File: src/mailbox_consts.svh
// Purpose: constants of the host port ring buffer mailbox
// Assumes: 32-bit classic Wishbone, word-aligned byte addresses
// Notes:   definitions only
`ifndef MAILBOX_CONSTS_SVH
`define MAILBOX_CONSTS_SVH
`define RING_DEPTH        16
`define RING_IDX_W        4
`define FILL_THRESHOLD    5'd8
`define TX_RING_BASE      12'h080
`define RX_RING_BASE      12'h180
`define CTRL_OFFSET       12'h000
`define STATUS_OFFSET     12'h004
`define FLUSH_OFFSET      12'h008
`define POINTER_OFFSET    12'h00c
`define FLUSH_PERIOD_RST  8'd10
`define FLUSH_DISABLE     8'd255
`define FLUSH_MODE_RST    1'b0
`define FLAG_MARK         8'h3f
`define CLK_MHZ           250
`define MS_NS             1000000
`define CLK_NS            4
`define CYCLES_PER_MS     (`MS_NS / `CLK_NS)
`define STAT_IRQ_BIT      0
`define STAT_CMD_BIT      1
`endif

File: src/mailbox_pkg.sv
// Purpose: types of the host port ring buffer mailbox
// Assumes: nothing
// Notes:   numbers live in mailbox_consts.svh
package mailbox_pkg;
    typedef logic [15:0] slot_t;
    typedef logic [3:0]  ring_idx_t;
    typedef enum logic [1:0] {
        ENG_IDLE  = 2'b00,
        ENG_CHECK = 2'b01,
        ENG_WRITE = 2'b10
    } engine_e;
endpackage
File: src/fill_counter.sv
// Purpose: counts slots moved since the last host interrupt
// Assumes: step_i is a one-cycle pulse per slot
// Notes:   saturates so a stalled host cannot wrap it
`include "mailbox_consts.svh"
`timescale 1ns/1ps
`default_nettype none
module fill_counter (
    input  wire logic clk_i,
    input  wire logic rst_i,
    input  wire logic step_i,
    input  wire logic restart_i,
    output logic      over_o
);
    import mailbox_pkg::*;
    logic [4:0] count;

    always_ff @(posedge clk_i) begin
        if (rst_i || restart_i) begin
            count <= '0;
        end else if (step_i && count != 5'h1f) begin
            count <= count + 5'd1;
        end
    end

    assign over_o = (count > `FILL_THRESHOLD);
endmodule
`default_nettype wire

File: src/flush_timer.sv
// Purpose: buffer-flush timer with free-running and data-triggered modes
// Assumes: one millisecond tick derived from clk_i
// Notes:   restarts whenever the host interrupt is raised
`include "mailbox_consts.svh"
`timescale 1ns/1ps
`default_nettype none
module flush_timer #(
    parameter int MS_CYCLES = `CYCLES_PER_MS
) (
    input  wire logic       clk_i,
    input  wire logic       rst_i,
    input  wire logic [7:0] period_i,
    input  wire logic       mode_i,
    input  wire logic       activity_i,
    input  wire logic       restart_i,
    output logic            expire_o
);
    import mailbox_pkg::*;
    logic [31:0] tick_cnt;
    logic [7:0]  ms_cnt;
    logic        armed;
    logic        running;
    logic        tick;

    // Data-triggered mode stays stopped until a character moves
    assign running = (period_i != `FLUSH_DISABLE) && (!mode_i || armed);
    assign tick    = running && (tick_cnt == 32'(MS_CYCLES - 1));

    always_ff @(posedge clk_i) begin
        if (rst_i || restart_i || !running) begin
            tick_cnt <= '0;
        end else if (tick) begin
            tick_cnt <= '0;
        end else begin
            tick_cnt <= tick_cnt + 32'd1;
        end
    end

    always_ff @(posedge clk_i) begin
        if (rst_i || restart_i || !running) begin
            ms_cnt <= '0;
        end else if (tick) begin
            ms_cnt <= ms_cnt + 8'd1;
        end
    end

    // Activity in the same cycle as a restart still arms the next period
    always_ff @(posedge clk_i) begin
        if (rst_i) begin
            armed <= 1'b0;
        end else if (activity_i) begin
            armed <= 1'b1;
        end else if (restart_i) begin
            armed <= 1'b0;
        end
    end

    assign expire_o = tick && (ms_cnt + 8'd1 >= period_i);
endmodule
`default_nettype wire

File: src/host_port_ring_buffer_mailbox.sv
// Purpose: shared transmit/receive ring buffers with valid-flag handshake
// Assumes: host reaches rings and registers over classic Wishbone
// Notes:   one clock, synchronous active-high reset
`include "mailbox_consts.svh"
`timescale 1ns/1ps
`default_nettype none
module host_port_ring_buffer_mailbox #(
    parameter int MS_CYCLES = `CYCLES_PER_MS
) (
    input  wire logic        clk_i,
    input  wire logic        rst_i,
    input  wire logic        cyc_i,
    input  wire logic        stb_i,
    input  wire logic        we_i,
    input  wire logic [11:0] adr_i,
    input  wire logic [3:0]  sel_i,
    input  wire logic [31:0] dat_i,
    output logic      [31:0] dat_o,
    output logic             ack_o,
    output logic             host_interrupt_request_o,
    input  wire logic [7:0]  rx_char_i,
    input  wire logic        rx_valid_i,
    output logic             rx_ready_o,
    output logic      [7:0]  tx_char_o,
    output logic             tx_valid_o,
    input  wire logic        tx_ready_i,
    output logic             command_mode_o,
    output logic             cts_o,
    output logic             dsr_o,
    output logic             dcd_o,
    output logic             ri_o,
    output logic             off_hook_o,
    input  wire logic        rts_i,
    input  wire logic        dtr_i
);
    import mailbox_pkg::*;

    // Two rings of sixteen words; the flag byte is the only ownership record
    slot_t     tx_ring [`RING_DEPTH];
    slot_t     rx_ring [`RING_DEPTH];
    ring_idx_t tx_ptr;
    ring_idx_t rx_ptr;
    engine_e   tx_state;
    engine_e   rx_state;
    logic [7:0] flush_period;
    logic       flush_mode;
    logic       host_sel;
    logic       irq_bit;
    logic       raise;
    logic       rx_over;
    logic       tx_over;
    logic       flush_expire;
    logic       rx_fill;
    logic       tx_take;
    logic       bus_req;
    logic       bus_wr;
    logic       bus_rd;
    logic       tx_hit;
    logic       rx_hit;
    logic [31:0] next_dat;
    logic [7:0]  rx_hold;

    // Ring decode is used by both the write path and the read mux
    function automatic logic ring_hit(input logic [11:0] adr, input logic [11:0] base);
        ring_hit = (adr[11:6] == base[11:6]) && (adr[1:0] == 2'b00);
    endfunction

    function automatic ring_idx_t slot_of(input logic [11:0] adr);
        slot_of = adr[5:2];
    endfunction

    assign bus_req = cyc_i && stb_i && !ack_o;
    assign bus_wr  = bus_req && we_i;
    assign bus_rd  = bus_req && !we_i;
    assign tx_hit  = ring_hit(adr_i, `TX_RING_BASE);
    assign rx_hit  = ring_hit(adr_i, `RX_RING_BASE);

    // RTS and DTR are deliberately left unread
    assign cts_o      = 1'b1;
    assign dsr_o      = 1'b0;
    assign dcd_o      = 1'b0;
    assign ri_o       = 1'b0;
    assign off_hook_o = 1'b0;

    // Every request, mapped or not, is answered one cycle later
    always_ff @(posedge clk_i) begin
        if (rst_i) begin
            ack_o <= 1'b0;
        end else begin
            ack_o <= bus_req;
        end
    end

    // Host writes land in the ring unless the device engine owns the slot this cycle
    generate
        for (genvar i = 0; i < `RING_DEPTH; i++) begin : g_slot
            always_ff @(posedge clk_i) begin
                if (rst_i) begin
                    tx_ring[i] <= '0;
                end else if (tx_take && tx_ptr == ring_idx_t'(i)) begin
                    tx_ring[i] <= '0;
                end else if (bus_wr && tx_hit && slot_of(adr_i) == ring_idx_t'(i)) begin
                    if (sel_i[0]) tx_ring[i][7:0]  <= dat_i[7:0];
                    if (sel_i[1]) tx_ring[i][15:8] <= dat_i[15:8];
                end
            end
            always_ff @(posedge clk_i) begin
                if (rst_i) begin
                    rx_ring[i] <= '0;
                end else if (rx_fill && rx_ptr == ring_idx_t'(i)) begin
                    rx_ring[i] <= {`FLAG_MARK, rx_hold};
                end else if (bus_wr && rx_hit && slot_of(adr_i) == ring_idx_t'(i)) begin
                    if (sel_i[0]) rx_ring[i][7:0]  <= dat_i[7:0];
                    if (sel_i[1]) rx_ring[i][15:8] <= dat_i[15:8];
                end
            end
        end
    endgenerate

    // Transmit engine: consume flagged slots in ascending order
    assign tx_take    = (tx_state == ENG_WRITE) && tx_ready_i;
    assign tx_valid_o = (tx_state == ENG_WRITE);
    assign tx_char_o  = tx_ring[tx_ptr][7:0];

    always_ff @(posedge clk_i) begin
        if (rst_i) begin
            tx_state <= ENG_IDLE;
        end else begin
            case (tx_state)
                ENG_IDLE:  tx_state <= ENG_CHECK;
                ENG_CHECK: tx_state <= (tx_ring[tx_ptr][15:8] != 8'h00) ? ENG_WRITE : ENG_CHECK;
                ENG_WRITE: tx_state <= tx_ready_i ? ENG_CHECK : ENG_WRITE;
                default:   tx_state <= ENG_IDLE;
            endcase
        end
    end

    // Four-bit pointers wrap at the ring depth without extra logic
    always_ff @(posedge clk_i) begin
        if (rst_i) begin
            tx_ptr <= '0;
        end else if (tx_take) begin
            tx_ptr <= tx_ptr + 4'd1;
        end
    end

    // Receive engine: accept a character only when the current slot is free
    assign rx_ready_o = (rx_state == ENG_CHECK) && (rx_ring[rx_ptr][15:8] == 8'h00);
    assign rx_fill    = (rx_state == ENG_WRITE);

    // Character is latched at acceptance; the slot is written the next cycle
    always_ff @(posedge clk_i) begin
        if (rst_i) begin
            rx_hold <= '0;
        end else if (rx_valid_i && rx_ready_o) begin
            rx_hold <= rx_char_i;
        end
    end

    always_ff @(posedge clk_i) begin
        if (rst_i) begin
            rx_state <= ENG_IDLE;
        end else begin
            case (rx_state)
                ENG_IDLE:  rx_state <= ENG_CHECK;
                ENG_CHECK: rx_state <= (rx_valid_i && rx_ready_o) ? ENG_WRITE : ENG_CHECK;
                ENG_WRITE: rx_state <= ENG_CHECK;
                default:   rx_state <= ENG_IDLE;
            endcase
        end
    end

    always_ff @(posedge clk_i) begin
        if (rst_i) begin
            rx_ptr <= '0;
        end else if (rx_fill) begin
            rx_ptr <= rx_ptr + 4'd1;
        end
    end

    // Configuration: flush period, flush mode and command source select
    always_ff @(posedge clk_i) begin
        if (rst_i) begin
            flush_period <= `FLUSH_PERIOD_RST;
            flush_mode   <= `FLUSH_MODE_RST;
            host_sel     <= 1'b1;
        end else if (bus_wr && adr_i == `FLUSH_OFFSET) begin
            if (sel_i[0]) flush_period <= dat_i[7:0];
            if (sel_i[1]) flush_mode   <= dat_i[8];
        end else if (bus_wr && adr_i == `CTRL_OFFSET && sel_i[0]) begin
            host_sel <= dat_i[0];
        end
    end

    // Command mode is the only mode this block knows; the parser lives elsewhere
    always_ff @(posedge clk_i) begin
        if (rst_i) begin
            command_mode_o <= 1'b1;
        end else begin
            command_mode_o <= 1'b1;
        end
    end

    // Separate counts per direction, so either threshold raises on its own
    fill_counter u_rx_count (
        .clk_i     (clk_i),
        .rst_i     (rst_i),
        .step_i    (rx_fill),
        .restart_i (raise),
        .over_o    (rx_over)
    );

    fill_counter u_tx_count (
        .clk_i     (clk_i),
        .rst_i     (rst_i),
        .step_i    (tx_take),
        .restart_i (raise),
        .over_o    (tx_over)
    );

    flush_timer #(
        .MS_CYCLES (MS_CYCLES)
    ) u_flush (
        .clk_i      (clk_i),
        .rst_i      (rst_i),
        .period_i   (flush_period),
        .mode_i     (flush_mode),
        .activity_i (rx_fill || tx_take),
        .restart_i  (raise),
        .expire_o   (flush_expire)
    );

    assign raise = rx_over || tx_over || flush_expire;

    // New cause wins over a host clear in the same cycle
    always_ff @(posedge clk_i) begin
        if (rst_i) begin
            irq_bit <= 1'b0;
        end else if (raise) begin
            irq_bit <= 1'b1;
        end else if (bus_wr && adr_i == `STATUS_OFFSET && sel_i[0] && dat_i[`STAT_IRQ_BIT]) begin
            irq_bit <= 1'b0;
        end
    end

    assign host_interrupt_request_o = irq_bit;

    // Unmapped addresses read as zero and ignore writes
    always_comb begin
        next_dat = 32'h0000_0000;
        if (tx_hit) begin
            next_dat = {16'h0000, tx_ring[slot_of(adr_i)]};
        end else if (rx_hit) begin
            next_dat = {16'h0000, rx_ring[slot_of(adr_i)]};
        end else if (adr_i == `CTRL_OFFSET) begin
            next_dat = {31'h0, host_sel};
        end else if (adr_i == `STATUS_OFFSET) begin
            next_dat = {30'h0, command_mode_o, irq_bit};
        end else if (adr_i == `FLUSH_OFFSET) begin
            next_dat = {23'h0, flush_mode, flush_period};
        end else if (adr_i == `POINTER_OFFSET) begin
            next_dat = {20'h0, tx_ptr, 4'h0, rx_ptr};
        end
    end

    always_ff @(posedge clk_i) begin
        if (rst_i) begin
            dat_o <= '0;
        end else if (bus_rd) begin
            dat_o <= next_dat;
        end
    end
endmodule
`default_nettype wire

File: config.mk
export PLATFORM = sky130hd
export DESIGN_NAME = host_port_ring_buffer_mailbox
export DESIGN_NICKNAME = d
export VERILOG_FILES = /design/src/mailbox_pkg.sv /design/src/fill_counter.sv /design/src/flush_timer.sv /design/src/host_port_ring_buffer_mailbox.sv
export VERILOG_INCLUDE_DIRS = /design/src
export SDC_FILE = /design/constraint.sdc
export NUM_CORES = 1
export LEC_CHECK = 0
export CAP_MARGIN = 20
export CORE_UTILIZATION = 40
export CTS_CLUSTER_DIAMETER = 200
export DETAILED_ROUTE_END_ITERATION = 10
export DONT_BUFFER_PORTS = 1
export PLACE_DENSITY_LB_ADDON = 0.15
export SLEW_MARGIN = 20
export SYNTH_ARGS = -nofsm -noshare
export SYNTH_HDL_FRONTEND = slang
export SYNTH_SLANG_ARGS = --single-unit
export TNS_END_PERCENT = 5
File: constraint.sdc
create_clock -name clk_i -period 2.6 [get_ports clk_i]
set_input_delay 0.52 -clock clk_i [delete_from_list [all_inputs] [get_ports clk_i]]
set_output_delay 0.52 -clock clk_i [all_outputs]
set_load 0.02 [all_outputs]
## Word-level counts from Yosys, hierarchy flattened

Memories as Yosys holds them, arrays and structs flattened. A register that Yosys moved wholly into a read port is not among the register bits.
Index checks and enable logic that the tools add are counted.

- Bits in writable memories: 512
- Output and inout port bits: 50
- Memories kept: 2
- Register bits: 115
- Word-level logic and storage cells: 765
- Input port bits: 65

- Add/subtract/negate cells: 6
- Order comparisons: 3
- Reduce and logical (&&, ||, !) cells: 112
- Equal/unequal tests: 58
- Multiplexer cells: 471
- Bitwise logic cells: 97

Memories:

| name | words | width | rd ports | clocked after memory_dff | write ports | line | text |
|---|---|---|---|---|---|---|---|
| rx_ring | 16 | 16 | 2 | 1 | 16 | host_port_ring_buffer_mailbox.sv:40 | `` slot_t rx_ring [`RING_DEPTH]; `` |
| tx_ring | 16 | 16 | 2 | 1 | 16 | host_port_ring_buffer_mailbox.sv:39 | `` slot_t tx_ring [`RING_DEPTH]; `` |

Operator list:

| kind | number |
|---|---|
| 16-bit two-way mux | 34 |
| 8-bit two-way mux | 64 |
| 1-bit two-way mux | 360 |
| 4-bit == test, second input constant | 24 |
| 1-bit OR | 96 |
| 1-bit logical AND | 86 |
| 4-bit by 3-bit == test with 1-bit output, second input constant | 12 |
| 12-bit two-way mux | 4 |
| 32-bit by 1-bit adder with 32-bit output, second input constant | 1 |
| 32-bit by 18-bit == test with 1-bit output, second input constant | 1 |
| 12-bit by 4-bit == test with 1-bit output, second input constant | 2 |
| 4-bit by 2-bit == test with 1-bit output, second input constant | 6 |
| 4-bit two-way mux | 4 |
| 12-bit by 3-bit == test with 1-bit output, second input constant | 1 |
| 4-bit by 1-bit == test with 1-bit output, second input constant | 3 |
| 12-bit logical NOT | 1 |
| 4-bit logical NOT | 3 |
| 5-bit by 1-bit adder with 5-bit output, second input constant | 2 |
| 5-bit by 4-bit > comparator with 1-bit output, second input constant | 2 |
| 5-bit != test, second input constant | 2 |
| 4-bit by 1-bit adder with 4-bit output, second input constant | 2 |
| 8-bit by 1-bit adder with 8-bit output, second input constant | 1 |
| 8-bit greater-or-equal comparator | 1 |
| 8-bit logical NOT | 1 |
| 16 further kinds | 34 |

## Depth between registers and ports, before layout

Gate-level depths: netlist of the first run.

- Depth after elaboration: 10
- Gate-level depth with buffers: 11

## Cells and area by module

Synthesis of the first run repeated with hierarchy kept, for this count alone.

- Cells, all modules: 2401
- Area total of the unflattened synthesis: 31637.8 um^2

Modules (own cells, without submodules):

| module | instances | cells each | area each (um^2) |
|---|---|---|---|
| host_port_ring_buffer_mailbox | 1 | 2085 | 28868.9 |
| flush_timer | 1 | 254 | 2223.4 |
| fill_counter | 2 | 31 | 272.8 |

## Worst setup path after synthesis of the first run

Ideal clock, no wire load.

- Path kind: input-to-reg
- Start: input port adr_i[6]
- End: memory tx_ring[3][10] in the netlist's numbering (enable)
- Stages on the path: 6
- Data arrival time: 2.406 ns
- Path slack: -0.190 ns
- Cells stage by stage: nor4_2 > and4b_1 > buf_4 > nand4b_2 > or2_1 > o21ai_0

RTL lines:

| element | line | text |
|---|---|---|
| start: declaration | host_port_ring_buffer_mailbox.sv:15 | `input wire logic [11:0] adr_i,` |
| end: declaration | host_port_ring_buffer_mailbox.sv:39 |  |

==> flow_summary.html, run 1 <==
<table>
<tr><th>Metric</th><th>Value</th></tr>
<tr><th colspan="2">Routing</th></tr>
<tr><td>Antenna-violating nets left</td><td>0</td></tr>
<tr><td>Count of vias placed by the detailed router</td><td>20600</td></tr>
<tr><td>Final routed wirelength across all metal layers</td><td>roughly 94000 um</td></tr>
<tr><td>DRC violations left</td><td>0</td></tr>
<tr><td>Drt initial violations</td><td>a little over 2000</td></tr>
<tr><td>Count of TritonRoute iterations in the first routing pass</td><td>7</td></tr>
<tr><td>Post-DR vias/cell</td><td>~5.9</td></tr>
<tr><td>Routed len/inst</td><td>about 27 um</td></tr>
<tr><th colspan="2">Synth</th></tr>
<tr><td>Area share of the largest cell type after synthesis</td><td>~50%</td></tr>
<tr><td>Dominant cells by area after synthesis</td><td>sky130_fd_sc_hd__edfxtp_1, sky130_fd_sc_hd__mux4_2, sky130_fd_sc_hd__dfxtp_1</td></tr>
<tr><td>Flop and latch count out of synthesis</td><td>~620</td></tr>
<tr><td>Yosys warns</td><td>0</td></tr>
<tr><td>Main flop type after synthesis</td><td>sky130_fd_sc_hd__edfxtp_1</td></tr>
<tr><td>Mapped cell area</td><td>31300 um^2</td></tr>
<tr><td>Library cell with the highest instance count after synthesis</td><td>sky130_fd_sc_hd__edfxtp_1</td></tr>
<tr><td>Cell type contributing the most total cell area after synthesis</td><td>sky130_fd_sc_hd__edfxtp_1</td></tr>
<tr><td>Leading cell types by count after synthesis</td><td>sky130_fd_sc_hd__edfxtp_1, sky130_fd_sc_hd__and2_1, sky130_fd_sc_hd__nor2_1, sky130_fd_sc_hd__mux4_2, sky130_fd_sc_hd__clkbuf_1</td></tr>
<tr><td>Share of flip-flops with an asynchronous set or reset</td><td>0%</td></tr>
<tr><td>Cells after Synth</td><td>roughly 2300</td></tr>
<tr><td>Part of the Yosys area used for sequential elements</td><td>between 50% and 60%</td></tr>
<tr><td>Mapped Avg Cell Area</td><td>between 10 and 15 um^2</td></tr>
<tr><td>Synth cell types</td><td>64</td></tr>
<tr><td>Post-synth EDFFs</td><td>a little over 500</td></tr>
<tr><th colspan="2">Cells and area</th></tr>
<tr><td>Layout cell share with drive strength beyond 1</td><td>about 22%</td></tr>
<tr><td>Multi-input gate area in the final layout</td><td>13000 um^2</td></tr>
<tr><td>Area growth from synthesis to layout</td><td>14.5%</td></tr>
<tr><td>Register Area</td><td>between 15000 and 20000 um^2</td></tr>
<tr><td>Nets@finish</td><td>roughly 2500</td></tr>
<tr><td>Final core area utilization</td><td>approximately 46%</td></tr>
<tr><td>FILL cells</td><td>~7000</td></tr>
<tr><th colspan="2">Run status</th></tr>
<tr><td>Outcome</td><td>finished with violations</td></tr>
<tr><td>Violations in the final reports</td><td>negative setup slack</td></tr>
<tr><th colspan="2">Critical path</th></tr>
<tr><td>Critical-path cell list</td><td>or4_4 &gt; nor2_4 &gt; mux4_2 &gt; o32ai_4 &gt; nor2_4 &gt; buf_6</td></tr>
<tr><td>Cell family with the largest share of critical-path delay</td><td>simple AND/OR/NAND/NOR gates</td></tr>
<tr><td>Delay of the slowest cell on the worst path</td><td>570 ps</td></tr>
<tr><td>Critical path class</td><td>register to primary output</td></tr>
<tr><td>Category of the worst setup path capture point</td><td>primary output</td></tr>
<tr><td>Worst setup SP type</td><td>register</td></tr>
<tr><td>Worst endpoint data arrival time</td><td>~2400 ps</td></tr>
<tr><td>Cell repeated most along the worst path</td><td>sky130_fd_sc_hd__nor2_4</td></tr>
<tr><td>Worst-path fanout max</td><td>2</td></tr>
<tr><td>Slowest cell on the critical path</td><td>sky130_fd_sc_hd__or4_4</td></tr>
<tr><td>Worst path bufs/invs</td><td>1</td></tr>
<tr><td>Critical path data required time</td><td>2080 ps</td></tr>
<tr><th colspan="2">Clocking</th></tr>
<tr><td>Clock transition at the registers of the reported paths</td><td>approximately 50 ps</td></tr>
<tr><td>Sink Count</td><td>a little over 600</td></tr>
<tr><td>Clock Root Buffer</td><td>sky130_fd_sc_hd__clkbuf_16</td></tr>
<tr><td>TritonCTS clock tree</td><td>built</td></tr>
<tr><td>CTS HTree Levels</td><td>3</td></tr>
<tr><td>Cts bufs inserted</td><td>slightly above 70</td></tr>
<tr><td>Clock Latency Late Sink</td><td>between 600 and 700 ps</td></tr>
<tr><td>Buffer levels on the longest clock path</td><td>3</td></tr>
<tr><th colspan="2">Place</th></tr>
<tr><td>Placer's final routability congestion estimate</td><td>roughly 0.89</td></tr>
<tr><td>Port Buffer Count</td><td>0</td></tr>
<tr><td>Setup WS pre-CTS</td><td>-192 ps</td></tr>
<tr><td>Half-perimeter wire length after placement</td><td>between 60000 and 70000 um</td></tr>
<tr><th colspan="2">Flow run</th></tr>
<tr><td>Number of maximum-capacitance constraint violations</td><td>0</td></tr>
<tr><th colspan="2">Pwr</th></tr>
<tr><td>Worst ir drop on vdd</td><td>0.433 mV</td></tr>
<tr><td>Power density cells</td><td>between 600 and 700 nW/um^2</td></tr>
<tr><td>P_leak</td><td>roughly 13 nW</td></tr>
<tr><th colspan="2">Floorplanning</th></tr>
<tr><td>Initial core utilization</td><td>approximately 40%</td></tr>
<tr><td>Std-Cell Core Area</td><td>roughly 77000 um^2</td></tr>
<tr><td>Die Outline Area</td><td>between 70000 and 80000 um^2</td></tr>
<tr><td>Die extent in x</td><td>282 um</td></tr>
<tr><td>IO Pins</td><td>~120</td></tr>
<tr><td>Number of rows created at floorplan</td><td>102</td></tr>
<tr><td>Height of the die</td><td>282 um</td></tr>
<tr><th colspan="2">Hold path</th></tr>
<tr><td>Kind of path behind the tightest hold check</td><td>input port to register</td></tr>
<tr><th colspan="2">Global routing</th></tr>
<tr><td>Routing usage on met1</td><td>33.4%</td></tr>
<tr><td>Grt peak-use layer</td><td>met2</td></tr>
<tr><td>Met3 Use GR</td><td>under 10%</td></tr>
<tr><td>Largest net degree at the start of global routing</td><td>between 100 and 150</td></tr>
<tr><td>GRT met2 Usage</td><td>38.0%</td></tr>
<tr><td>Overall overflow remaining after global route</td><td>0</td></tr>
<tr><td>Number of global-route vias before repair</td><td>around 21000</td></tr>
<tr><td>Total routing usage reported by global routing</td><td>between 20% and 30%</td></tr>
<tr><td>Initial antenna violation count</td><td>3</td></tr>
<tr><td>Global-route wire length before repair</td><td>about 140000 um</td></tr>
<tr><th colspan="2">STA</th></tr>
<tr><td>Fin worst setup slack</td><td>-294 ps</td></tr>
<tr><td>Setup violators final</td><td>9</td></tr>
<tr><td>Min Hold Slack</td><td>roughly 37 ps</td></tr>
<tr><td>Clock skew after layout</td><td>just over 20 ps</td></tr>
<tr><td>Peak clock frequency supported by timing</td><td>0.345 GHz</td></tr>
<tr><td>Fin. Hold Viols</td><td>0</td></tr>
<tr><td>Transition time of the tightest slew-check pin</td><td>between 800 and 900 ps</td></tr>
<tr><td>Final critical path time including I/O delays and setup</td><td>about 2900 ps</td></tr>
<tr><td>Setup repair after global routing missed its margin</td><td>true</td></tr>
<tr><td>Summed negative setup slack over all endpoints</td><td>-2490 ps</td></tr>
<tr><td>Worst max-slew margin expressed relative to the limit</td><td>43.4%</td></tr>
<tr><td>Final clock period utilization by the worst path</td><td>111%</td></tr>
<tr><td>Max Slew Vio Count</td><td>0</td></tr>
</table>
## report_power, final
| part | switching [W] | total, W | leakage [nW] | internal [W] |
|---|---|---|---|---|
| Clock | 0.00413 | 0.00995 | 1.14 | 0.00582 |
| Combinational | 0.000645 | 0.00128 | 6.12 | 0.000634 |
| Sequential | 0.000206 | 0.0112 | 6.10 | 0.0110 |
| Total | 0.00498 | 0.0225 | 13.4 | 0.0175 |
## state kept, by name (all words and copies together) (netlist names), 2 cells and up, named ones only
name	cells
rx_hold	8
tx_ring	256
dat_o	16
u_flush.tick_cnt	32
rx_state	2
u_flush.ms_cnt	8
tx_ptr	4
u_rx_count.count	5
rx_ptr	4
u_tx_count.count	5
rx_ring	256
flush_period	8
tx_state	2
## placed cells by master, fill, tap and decap left out, drive strengths merged, types with 64 or more instances in the layout
master | synthesis | final
buf | 78 | 191
nor4 | 64 | 64
and2 | 299 | 299
a21o | 93 | 93
o21ai | 71 | 71
a22o | 120 | 120
edfxtp | 512 | 512
nor2 | 214 | 214
clkbuf | 124 | 93
dfxtp | 107 | 107
mux4 | 204 | 204
## final timing paths
kind                                                     start                             end  slack (ps)  cells after the start
worst max register to register          rx_ptr[0]$_SDFFE_PP0P_       rx_ring[14][10]$_DFFE_PP_          80                      7
worst max-delay path              rx_ring[8][15]$_SDFFCE_PN0P_                      rx_ready_o        -290                      6
worst min register to register  u_flush.tick_cnt[0]$_SDFF_PP0_  u_flush.tick_cnt[0]$_SDFF_PP0_         450                      1
worst min-delay path                                  dat_i[1]    flush_period[1]$_SDFFE_PP1P_          40                      1
## per-layer routing
layer | wire [um] | part of all wire [%]
met1 | 40300 | 43
met2 | 44000 | 47
met3 | 6910 | 7.4
met4 | 2510 | 2.7
met5 | 20 | 0.021
## cells by family (layout without fill, tap and decap cells)
family                     Yosys count  count (layout)  share of synthesized area (%)
buffers and inverters              224             346                           3.27
muxes                              227             227                           15.4
adders and majority gates           24              24                          0.959
other                                2              25                         0.0240
DFF                                619             619                           56.0
and+or+nand+nor                    799             799                           13.8
AOI/OAI and AO/OA                  389             389                           9.02
xor gates and xnor gates            55              55                           1.54
## what timing repair did
action                     CTS  global route
setup endpoints to repair    9            52
pin swaps                    3             4
resized for setup           16            20
gates cloned                 1             1
hold buffers                 3             0
setup buffers                3             4
hold endpoints to repair    13             0
## through the flow
step | total power [W] | cells | instance area [um^2]
3_3_place_gp | 0.0126 | 3381 | 33200
4_1_cts | 0.0226 | 3517 | 35700
6_report | 0.0225 | 3524 | 35800
3_5_place_dp | 0.0127 | 3381 | 33200
2_1_floorplan | 0.0124 | 2359 | 31400
5_1_grt | 0.0231 | 3521 | 35800
## cell type report
type	instances	share of cell area (%)
diodes	3	0.0209
clock buffers	92	5.66
clock inverters	37	0.754
inverters	22	0.230
multi-input cells	1516	36.3
flip-flops and latches	619	48.9
well taps	1040	3.63
repair buffers	195	4.48
## worst register-to-register path, stage by stage (launching register included)
cell and delay [ps]:
sky130_fd_sc_hd__dfxtp_2 470, sky130_fd_sc_hd__inv_1 110, sky130_fd_sc_hd__ha_1 230, sky130_fd_sc_hd__and2_1 210, sky130_fd_sc_hd__a31oi_1 270, sky130_fd_sc_hd__nand3_1 250, sky130_fd_sc_hd__o21ai_0 430, sky130_fd_sc_hd__buf_4 250
(Power assumes the default switching activity.)
==> inputs of run 2 (changes only) <==
- ABC_AREA: unset -> 1
- CORE_UTILIZATION: 40 -> 55
==> flow_summary.html, run 2 <==
<table>
<tr><th>Metric</th><th>Value</th></tr>
<tr><th colspan="2">Run status</th></tr>
<tr><td>Outcome</td><td>finished with violations</td></tr>
<tr><td>Violations in the final reports</td><td>negative setup slack</td></tr>
<tr><th colspan="2">Critical path</th></tr>
<tr><td>Worst-path fanout max</td><td>14</td></tr>
<tr><td>Critical path class</td><td>register to primary output</td></tr>
<tr><td>Category of the worst setup path capture point</td><td>primary output</td></tr>
<tr><td>Worst endpoint data arrival time</td><td>between 2000 and 2500 ps</td></tr>
<tr><td>Delay of the slowest cell on the worst path</td><td>just over 500 ps</td></tr>
<tr><td>Slowest cell on the critical path</td><td>sky130_fd_sc_hd__o211ai_1</td></tr>
<tr><td>Worst setup SP type</td><td>register</td></tr>
<tr><td>Critical path data required time</td><td>between 2000 and 2500 ps</td></tr>
<tr><td>Critical-path cell list</td><td>buf_12 &gt; nor2_2 &gt; o22ai_2 &gt; o211ai_1 &gt; nand2_2</td></tr>
<tr><th colspan="2">Synth</th></tr>
<tr><td>Mapped Avg Cell Area</td><td>9.71 um^2</td></tr>
<tr><td>Mapped cell area</td><td>between 30000 and 40000 um^2</td></tr>
<tr><td>Dominant cells by area after synthesis</td><td>sky130_fd_sc_hd__edfxtp_1, sky130_fd_sc_hd__nor2_1, sky130_fd_sc_hd__dfxtp_1</td></tr>
<tr><td>Post-synth EDFFs</td><td>512</td></tr>
<tr><td>Yosys warns</td><td>0</td></tr>
<tr><td>Main flop type after synthesis</td><td>sky130_fd_sc_hd__edfxtp_1</td></tr>
<tr><td>Part of the Yosys area used for sequential elements</td><td>approximately 57%</td></tr>
<tr><td>Area share of the largest cell type after synthesis</td><td>between 40% and 50%</td></tr>
<tr><td>Cells after Synth</td><td>roughly 3200</td></tr>
<tr><td>Leading cell types by count after synthesis</td><td>sky130_fd_sc_hd__nor2_1, sky130_fd_sc_hd__edfxtp_1, sky130_fd_sc_hd__nand2_1, sky130_fd_sc_hd__a22oi_1, sky130_fd_sc_hd__o21ai_0</td></tr>
<tr><td>Share of flip-flops with an asynchronous set or reset</td><td>0%</td></tr>
<tr><td>Synth cell types</td><td>50</td></tr>
<tr><td>Cell type contributing the most total cell area after synthesis</td><td>sky130_fd_sc_hd__edfxtp_1</td></tr>
<tr><td>Library cell with the highest instance count after synthesis</td><td>sky130_fd_sc_hd__nor2_1</td></tr>
<tr><td>Flop and latch count out of synthesis</td><td>between 600 and 700</td></tr>
<tr><th colspan="2">Hold path</th></tr>
<tr><td>Kind of path behind the tightest hold check</td><td>input port to register</td></tr>
<tr><th colspan="2">STA</th></tr>
<tr><td>Fin worst setup slack</td><td>-35.1 ps</td></tr>
<tr><td>Worst max-slew margin expressed relative to the limit</td><td>36.0%</td></tr>
<tr><td>Clock skew after layout</td><td>34.9 ps</td></tr>
<tr><td>Final critical path time including I/O delays and setup</td><td>between 2000 and 3000 ps</td></tr>
<tr><td>Setup violators final</td><td>3</td></tr>
<tr><td>Setup repair after global routing missed its margin</td><td>true</td></tr>
<tr><td>Fin. Hold Viols</td><td>0</td></tr>
<tr><td>Summed negative setup slack over all endpoints</td><td>-78.2 ps</td></tr>
<tr><td>Transition time of the tightest slew-check pin</td><td>between 900 and 1000 ps</td></tr>
<tr><td>Max Slew Vio Count</td><td>0</td></tr>
<tr><td>Final clock period utilization by the worst path</td><td>101%</td></tr>
<tr><td>Peak clock frequency supported by timing</td><td>roughly 0.38 GHz</td></tr>
<tr><th colspan="2">Global routing</th></tr>
<tr><td>Total routing usage reported by global routing</td><td>a little over a third</td></tr>
<tr><td>Initial antenna violation count</td><td>0</td></tr>
<tr><td>Number of global-route vias before repair</td><td>about 25000</td></tr>
<tr><td>Largest net degree at the start of global routing</td><td>between 60 and 70</td></tr>
<tr><td>Overall overflow remaining after global route</td><td>0</td></tr>
<tr><td>Global-route wire length before repair</td><td>around 150000 um</td></tr>
<tr><th colspan="2">Routing</th></tr>
<tr><td>Drt initial violations</td><td>roughly 3700</td></tr>
<tr><td>Post-DR vias/cell</td><td>between 6 and 7</td></tr>
<tr><td>Antenna-violating nets left</td><td>0</td></tr>
<tr><td>Count of vias placed by the detailed router</td><td>approximately 26000</td></tr>
<tr><td>Final routed wirelength across all metal layers</td><td>between 100000 and 150000 um</td></tr>
<tr><td>DRC violations left</td><td>0</td></tr>
<tr><td>Count of TritonRoute iterations in the first routing pass</td><td>9</td></tr>
<tr><td>Routed len/inst</td><td>25.5 um</td></tr>
<tr><th colspan="2">Cells and area</th></tr>
<tr><td>FILL cells</td><td>between 4000 and 5000</td></tr>
<tr><td>Diode insertion count for antenna repair</td><td>0</td></tr>
<tr><td>Layout cell share with drive strength beyond 1</td><td>about 14%</td></tr>
<tr><td>Final core area utilization</td><td>~64%</td></tr>
<tr><td>Largest registers ranked by flip-flop count</td><td>rx_ring x256, tx_ring x256, u_flush.tick_cnt x32</td></tr>
<tr><td>Most frequent cells in the layout</td><td>sky130_fd_sc_hd__nor2_1, sky130_fd_sc_hd__edfxtp_1, sky130_fd_sc_hd__nand2_1, sky130_fd_sc_hd__a22oi_1, sky130_fd_sc_hd__o21ai_0</td></tr>
<tr><td>Area growth from synthesis to layout</td><td>14.7%</td></tr>
<tr><td>Nets@finish</td><td>3336</td></tr>
<tr><td>Commonest non-fill, non-tap cell in the layout</td><td>sky130_fd_sc_hd__nor2_1</td></tr>
<tr><th colspan="2">Floorplanning</th></tr>
<tr><td>Die extent in x</td><td>around 240 um</td></tr>
<tr><td>Std-Cell Core Area</td><td>55400 um^2</td></tr>
<tr><td>IO Pins</td><td>~120</td></tr>
<tr><td>Height of the die</td><td>about 240 um</td></tr>
<tr><td>Initial core utilization</td><td>between 50% and 60%</td></tr>
<tr><td>Number of rows created at floorplan</td><td>between 80 and 90</td></tr>
<tr><td>Die Outline Area</td><td>around 57000 um^2</td></tr>
<tr><th colspan="2">Pwr</th></tr>
<tr><td>Worst ir drop on vdd</td><td>around 0.53 mV</td></tr>
<tr><td>Power density cells</td><td>about 660 nW/um^2</td></tr>
<tr><td>P_leak</td><td>roughly 13 nW</td></tr>
<tr><th colspan="2">Clocking</th></tr>
<tr><td>Cts bufs inserted</td><td>67</td></tr>
<tr><td>Clock Latency Late Sink</td><td>~630 ps</td></tr>
<tr><td>TritonCTS clock tree</td><td>built</td></tr>
<tr><td>Clock transition at the registers of the reported paths</td><td>~60 ps</td></tr>
<tr><td>Sink Count</td><td>around 620</td></tr>
<tr><td>Buffer levels on the longest clock path</td><td>3</td></tr>
<tr><td>Clock Root Buffer</td><td>sky130_fd_sc_hd__clkbuf_16</td></tr>
<tr><td>CTS HTree Levels</td><td>3</td></tr>
<tr><th colspan="2">Place</th></tr>
<tr><td>Setup WS pre-CTS</td><td>-46.0 ps</td></tr>
<tr><td>Placer's final routability congestion estimate</td><td>around 0.95</td></tr>
<tr><td>Port Buffer Count</td><td>0</td></tr>
<tr><td>Half-perimeter wire length after placement</td><td>a little under 70000 um</td></tr>
<tr><th colspan="2">Flow run</th></tr>
<tr><td>Number of maximum-capacitance constraint violations</td><td>0</td></tr>
</table>
run 2: cell count changes in the layout (fill, tap and decap cells not counted), moves of 118 or more:
cell and delta:
sky130_fd_sc_hd__and2_1 -298, sky130_fd_sc_hd__mux4_2 -204, sky130_fd_sc_hd__nor2_1 +391, sky130_fd_sc_hd__o22ai_1 +118
sky130_fd_sc_hd__a22oi_1 +249, sky130_fd_sc_hd__nand2_1 +241, sky130_fd_sc_hd__a22o_1 -120, sky130_fd_sc_hd__inv_1 +132
run 2: kinds of logic after synthesis:
logic type / synth area share, %
other cells: 0.0242
simple gates: 19.6
flops: 56.5
buf+inv: 5.61
fa+ha+maj: 0.969
xor+xnor: 1.10
compound gates: 16.2
run 2: metal layers:
| metal | up-vias | routed length (um) | GRT usage [%] |
|---|---|---|---|
| met5 | - | 0 | 0 |
| met4 | 0 | 5520 | 19.1 |
| met3 | 296 | 11400 | 6.55 |
| met2 | 1789 | 47800 | 56.8 |
| met1 | 12800 | 38500 | 46.0 |
| li1 | 11600 | - | - |
run 2: where the power goes:
part	switching, W	internal, W
combinational	0.00141	0.000574
clock	0.00407	0.00608
sequential	0.000208	0.0110
run 2: area by class of cell:
class	instances	area, um^2	share of cell area, %
inverters	177	689	1.94
flip-flops and latches	619	17500	49.3
well taps	748	936	2.63
clock buffers	86	1820	5.12
clock inverters	36	495	1.39
repair buffers	199	1980	5.56
multi-input cells	2183	12100	34.1
run 2: timing repair:
action,in CTS,in global routing
resized for setup,32,64
pin swaps,2,15
endpoints found under the setup margin,17,66
hold buffers,1,0
hold endpoints to repair,12,0
gates cloned,3,7
buffers inserted,1,11
run 2: worst paths after layout:
| check | start | endpoint | slack [ps] | cells past startpoint |
|---|---|---|---|---|
| hold / removal | rx_char_i[1] | rx_hold[1]$_SDFFE_PP0P_ | 40 | 2 |
| setup reg to reg | u_flush.ms_cnt[0]$_SDFFE_PP0P_ | u_flush.tick_cnt[12]$_SDFF_PP0_ | 90 | 14 |
| setup / recovery | register | tx_char_o[2] | -40 | 5 |
| hold reg to reg | rx_state[0]$_SDFF_PP0_ | rx_state[0]$_SDFF_PP0_ | 460 | 1 |
run 2: worst max-delay path: cells and delay by family (launching register included):
family | cells | cell delay, ps
simple gates | 2 | 330
flops | 1 | 390
compound gates | 2 | 600
buf+inv | 1 | 160
run 2: metrics by stage:
step	cell area [um^2]	cells	total power [W]	hold WS, ps
final	35600	4048	0.0234	36.9
after global routing	35600	4048	0.0239	42.4
after detailed placement	32600	3903	0.0132	442
after global placement	32600	3903	0.0131	437
after CTS	35100	4030	0.0232	17.7
after floorplan	31100	3213	0.0125	432
